--- src/design/dual_shift_cfg.svh ---
/*
  Constants for the dual serial shift register: stage count, pin
  group width and reset values.
  Assumes inclusion by the package and the design module only.
*/
// What this block does
// - Two eight-stage registers, common plus separate clocks
// - Shift clock is common OR separate clock
// - All stages shift together on one event
// - Serial input captured at combined clock rise
// - Either clock held high freezes contents
// - Falling combined clock never changes outputs
// - Select low takes first input, high second
// - Input bit reaches last stage after eight pulses
// - Clear low empties all sixteen stages asynchronously
`ifndef DUAL_SHIFT_CFG_SVH
`define DUAL_SHIFT_CFG_SVH

// ----------------------------------------------------------------
// Geometry
// ----------------------------------------------------------------
`define NUM_STAGES   8
`define NUM_REGS     2
`define PIN_W        8

// ----------------------------------------------------------------
// Reset values
// ----------------------------------------------------------------
`define STAGE_RESET  8'h00
`define PIN_RESET    8'h00
`define CLK_RESET    2'h0
`define CLR_SYNC_RESET 2'h0

`endif

--- src/design/dual_shift_pkg.sv ---
/*
  Types shared by the dual serial shift register.
  Assumes the constants header sits beside it.
*/
`include "dual_shift_cfg.svh"

package dual_shift_pkg;

  // ----------------------------------------------------------------
  // Pin group sampled from outside the mclk domain
  // ----------------------------------------------------------------
  typedef struct packed {
    logic       shift_pulse_common;
    logic [1:0] shift_pulse_sep;
    logic       select;
    logic [1:0] serial_in_first;
    logic [1:0] serial_in_second;
  } pin_in_t;

  typedef logic [`NUM_STAGES-1:0] stage_t;
  typedef logic [`PIN_W-1:0]      pin_vec_t;

endpackage

--- src/design/dual_serial_shift_register.sv ---
/*
  Two eight-stage serial shift registers with input selectors, combined
  clocks and a shared asynchronous clear, modelled on the mclk domain.
  Assumes all pin inputs are asynchronous to mclk and that each pin level
  is held for well over three mclk periods.
*/
`timescale 1ns/1ps
`include "dual_shift_cfg.svh"

module dual_serial_shift_register (
  input  wire logic                    mclk,
  input  wire logic                    rstn,
  input  wire dual_shift_pkg::pin_in_t pins,
  input  wire logic                    clear_all_n,
  output logic [`NUM_REGS-1:0]         last_stage_out,
  output logic [`NUM_REGS-1:0]         last_stage_out_inv
);
  import dual_shift_pkg::*;

  // Stage clear, low from rstn or the clear pin; released through two flops
  logic clr_n;

  // ----------------------------------------------------------------
  // Helpers
  // ----------------------------------------------------------------
  function automatic logic pick_bit(input logic sel,
                                    input logic first,
                                    input logic second);
    pick_bit = sel ? second : first;
  endfunction

  // ----------------------------------------------------------------
  // Pin synchroniser: three flops, a level counts once 2nd and 3rd agree
  // ----------------------------------------------------------------
  pin_vec_t sync1;
  pin_vec_t sync2;
  pin_vec_t sync3;
  pin_in_t  filt;
  pin_in_t  next_filt;
  pin_vec_t agree;

  always_comb begin
    agree     = ~(sync2 ^ sync3);
    next_filt = pin_in_t'((sync2 & agree) | (pin_vec_t'(filt) & ~agree));
  end

  always_ff @(posedge mclk or negedge rstn) begin
    if (!rstn) begin
      sync1 <= `PIN_RESET;
      sync2 <= `PIN_RESET;
      sync3 <= `PIN_RESET;
      filt  <= pin_in_t'(`PIN_RESET);
    end else begin
      sync1 <= pin_vec_t'(pins);
      sync2 <= sync1;
      sync3 <= sync2;
      filt  <= next_filt;
    end
  end

  // ----------------------------------------------------------------
  // Combined clocks and their rising edges
  // ----------------------------------------------------------------
  logic [`NUM_REGS-1:0] comb_clk;
  logic [`NUM_REGS-1:0] clk_prev;
  logic [`NUM_REGS-1:0] next_clk_prev;
  logic [`NUM_REGS-1:0] rise;
  logic [`NUM_REGS-1:0] serial_bit;

  always_comb begin
    for (int i = 0; i < `NUM_REGS; i++) begin
      comb_clk[i]   = filt.shift_pulse_common | filt.shift_pulse_sep[i];
      // Only a low-to-high change shifts; a held-high clock blocks the other
      rise[i]       = comb_clk[i] & ~clk_prev[i];
      serial_bit[i] = pick_bit(filt.select,
                               filt.serial_in_first[i],
                               filt.serial_in_second[i]);
    end
    next_clk_prev = comb_clk;
  end

  always_ff @(posedge mclk or negedge rstn) begin
    if (!rstn) begin
      clk_prev <= `CLK_RESET;
    end else begin
      clk_prev <= next_clk_prev;
    end
  end

  // ----------------------------------------------------------------
  // Clear release synchroniser
  // ----------------------------------------------------------------
  // The clear still acts at once through the async reset of these flops,
  // but its release reaches the stages only on an mclk edge, so a release
  // that lands near a shift cannot leave a register half cleared.
  logic       clr_raw_n;
  logic [1:0] clr_sync;
  logic [1:0] next_clr_sync;

  assign clr_raw_n = rstn & clear_all_n;

  always_comb begin
    next_clr_sync = {clr_sync[0], 1'b1};
  end

  always_ff @(posedge mclk or negedge clr_raw_n) begin
    if (!clr_raw_n) begin
      clr_sync <= `CLR_SYNC_RESET;
    end else begin
      clr_sync <= next_clr_sync;
    end
  end

  // Only the second flop is read; the first may still be settling
  assign clr_n = clr_sync[1];

  // ----------------------------------------------------------------
  // Shift stages
  // ----------------------------------------------------------------
  stage_t stage      [`NUM_REGS];
  stage_t next_stage [`NUM_REGS];

  always_comb begin
    for (int i = 0; i < `NUM_REGS; i++) begin
      next_stage[i] = stage[i];
      if (rise[i]) begin
        // Whole register moves one place; the new bit is the value seen
        // at the rising edge, so later data changes cannot reach it
        next_stage[i] = {stage[i][`NUM_STAGES-2:0], serial_bit[i]};
      end
    end
  end

  always_ff @(posedge mclk or negedge clr_n) begin
    if (!clr_n) begin
      for (int i = 0; i < `NUM_REGS; i++) begin
        stage[i] <= `STAGE_RESET;
      end
    end else begin
      for (int i = 0; i < `NUM_REGS; i++) begin
        stage[i] <= next_stage[i];
      end
    end
  end

  // ----------------------------------------------------------------
  // Outputs
  // ----------------------------------------------------------------
  always_comb begin
    for (int i = 0; i < `NUM_REGS; i++) begin
      last_stage_out[i]     = stage[i][`NUM_STAGES-1];
      last_stage_out_inv[i] = ~stage[i][`NUM_STAGES-1];
    end
  end
endmodule

--- config.mk ---
export PLATFORM = sky130hd
export DESIGN_NAME = dual_serial_shift_register
export DESIGN_NICKNAME = d
export VERILOG_FILES = /design/src/design/dual_shift_pkg.sv /design/src/design/dual_serial_shift_register.sv
export VERILOG_INCLUDE_DIRS = /design/src /design/src/design
export SDC_FILE = /design/constraint.sdc
export NUM_CORES = 1
export LEC_CHECK = 0
export BUFFER_PORTS_ARGS = -buffer_cell sky130_fd_sc_hd__clkbuf_2
export CAP_MARGIN = 20
export CELL_PAD_IN_SITES_DETAIL_PLACEMENT = 1
export CELL_PAD_IN_SITES_GLOBAL_PLACEMENT = 1
export CORE_MARGIN = 8
export CORE_UTILIZATION = 45
export CTS_CLUSTER_DIAMETER = 80
export CTS_CLUSTER_SIZE = 40
export DETAILED_ROUTE_END_ITERATION = 8
export GPL_ROUTABILITY_DRIVEN = 0
export PLACE_DENSITY_LB_ADDON = 0.1
export SETUP_SLACK_MARGIN = 0.4
export SYNTH_ARGS = -nofsm -noshare
export SYNTH_HDL_FRONTEND = slang
export SYNTH_SLANG_ARGS = --single-unit
--- constraint.sdc ---
create_clock -name mclk -period 1.65 [get_ports mclk]
set_input_delay 0.0825 -clock mclk [delete_from_list [all_inputs] [get_ports mclk]]
set_output_delay 0.0825 -clock mclk [all_outputs]
set_load 0.01 [all_outputs]
==> results_dict.tcl <==
set metrics [dict create \
    num_rows 22 \
    fill_cells 332 \
    antenna_found_initial 0 \
    hold_viol_final 0 \
    final_common_cell "dfrtp_1" \
    ys_warn_count 0 \
    clock_sinks 52 \
    yosys.area.top_type_share_pct 78.1 \
    syn_to_final_growth_pct 21.4 \
    yosys.area_share.simple_pct 1.13 \
    r2r_end "last_stage_out[0]$_DFFE_PN0P_" \
    skew_ns 0.00601 \
    synth.yosys.seq_area_share_pct 78.1 \
    power.leakage_nw 0.918 \
    synth_top_family_by_area "multiplexers" \
    crit_required_ns 1.83 \
    r2r_slack_ns 0.44 \
    startpoint_type "register" \
    wl_per_cell_um 12.7 \
    maxSlewViolCount 0 \
    maxCapViolations 0 \
    slew_headroom_pct 59.3 \
    wl_mm 2.14 \
    via_count 757 \
    fin_cells 169 \
    synth.area.top_cells "dfrtp_1 (78%), mux2_2 (12%), maj3_1 (4.8%)" \
    slowest_delay_ns 0.46 \
    cp_slowest_cell "dfrtp_2" \
    dpl.cell_count 149 \
    fin_crit_ns 1.21 \
    synthAdderAreaFrac_pct 4.80 \
    antenna_cells 0 \
    clock-root-buffer "clkbuf_8" \
    vias_per_cell 4.48 \
    run_status "completed" \
    drc 0 \
    cts_max_path_buffers 2 \
    max_freq_mhz 825 \
    synthMuxAreaShare_pct 12.2 \
    crit_type "reg -> reg" \
    grt_pass1_vias 889 \
    hold_class "in -> async" \
    clk_latency_ns 0.29 \
    drive_above_1_share_pct 38.0 \
    hold_ws_ns 0.215 \
    ff2ff_path_depth 2 \
    clk_pin_slew_worst_paths_ns 0.08 \
    synth-xor-area-share_pct 0 \
    rsz0062_at_grt "true" \
    ys_ff_latch 52 \
    setup_viol 0 \
    placed_area_um2 1790 \
    arrival_ns 1.39 \
    finalSetupTns_ns 0 \
    layout_common_cells "dfrtp_1 (51), mux2_2 (14), clkbuf_2 (14)" \
    yosysUniqueCellTypes 9 \
    peakVddDrop_mv 0.785 \
    synth.cell_area_um2 1670 \
    io_pins 15 \
    htreeDepth 2 \
    grt.total_usage_pct 8.45 \
    synth_nets 99 \
    avgSynthCellArea_um2 18.9 \
    power.density_nw_per_um2 1380 \
    cts_tree "yes" \
    first_pass_iters 3 \
    synth_compound_area_share_pct 2.25 \
    cts_buffers 5 \
    final_antenna_net_count 0 \
    yosysTopAreaCell "dfrtp_1" \
    final_cell_area_um2 2020 \
    grt_pass1_wl_mm 4.05 \
    grt_overflow 0 \
    die_w_um 76.9 \
    num-nets-final 131 \
    crit_family "flip-flops" \
    initial_core_util_pct 46.2 \
    dieHeight_um 76.9 \
    numPortBuffers 14 \
    syn-instance-count 88 \
    worst_slew_pin_slew_ns 0.611 \
    die_area_um2 5910 \
    critPathMaxFanout 8 \
    crit_chain "o21bai_4 -> mux2_2" \
    period_share_pct 73.5 \
    path_buf_inv 0 \
    end_kind "register" \
    first_iter_violations 41 \
    grt_max_degree 27 \
    core-area_um2 3610 \
]
[area by class of cell]
| type | count | area [µm²] | share of cell area [%] |
|---|---|---|---|
| flip-flops and latches | 52 | 1300 | 64.4 |
| multi-input cells | 32 | 358 | 17.7 |
| repair buffers | 27 | 205 | 10.1 |
| clock buffers | 8 | 90.1 | 4.45 |
| well taps | 48 | 60.1 | 2.97 |
| inverters | 2 | 7.51 | 0.371 |
[stage by stage]
| stage | util (%) | setup slack [ns] | power, mW |
|---|---|---|---|
| floorplan | - | 0.492 | 1.94 |
| global placement | 49.6 | 0.420 | 2.03 |
| detailed placement | 49.6 | 0.380 | 2.06 |
| CTS | 54.9 | 0.399 | 2.79 |
| global route | 56.1 | 0.378 | 2.97 |
| finish | 56.1 | 0.437 | 2.79 |
[routing by layer]
layer | global-route usage, % | routed length [µm] | vias to the layer above
met1 | 10.0 | 934 | 385
met2 | 13.3 | 1070 | 16
met4 | 3.46 | 25 | 0
met5 | 0 | 0 | -
met3 | 3.50 | 111 | 4
li1 | - | - | 352
[worst max-delay path by stage]
stage | end | slack (ns) | cells after the start
3_5_place_dp | last_stage_out[0]$_DFFE_PN0P_ | 0.38 | 2
2_1_floorplan | last_stage_out[0]$_DFFE_PN0P_ | 0.49 | 2
5_1_grt | stage[8]$_DFFE_PN0P_ | 0.38 | 2
6_report | last_stage_out[0]$_DFFE_PN0P_ | 0.44 | 2
3_3_place_gp | stage[13]$_DFFE_PN0P_ | 0.42 | 2
4_1_cts | stage[1]$_DFFE_PN0P_ | 0.40 | 2
[cell usage after synthesis]
master    count
dfrtp_1      52
mux2_2       18
maj3_1        8
buf_4         2
inv_1         2
o21bai_4      2
or2_2         2
and2_1        1
conb_1        1
[cells by family after synthesis]
kind of cell | count (synthesis)
flip-flops | 52
other | 1
adder cells (fa/ha/maj) | 8
buffers and inverters | 4
AO/OA/AOI/OAI | 2
multiplexers | 18
AND/OR/NAND/NOR | 3
[power breakdown]
group          internal, mW  leakage [nW]  total [mW]  switching, mW
Combinational         0.293         0.261       0.441          0.148
Sequential             1.52         0.611        1.66          0.137
Clock                 0.342        0.0455       0.693          0.351
[what timing repair did]
action	CTS	global route
cloned	0	0
resized for setup	0	5
pin swaps	2	2
hold buffers	10	0
setup buffers	0	2
endpoints found under the setup margin	16	16
hold endpoints to repair	34	0
[worst min-delay path: cells and delay by family]
kind,cells,cell delay (ns)
AND/OR/NAND/NOR,1,0.14
buffers and inverters,2,0.62
(Power assumes the default switching activity.)
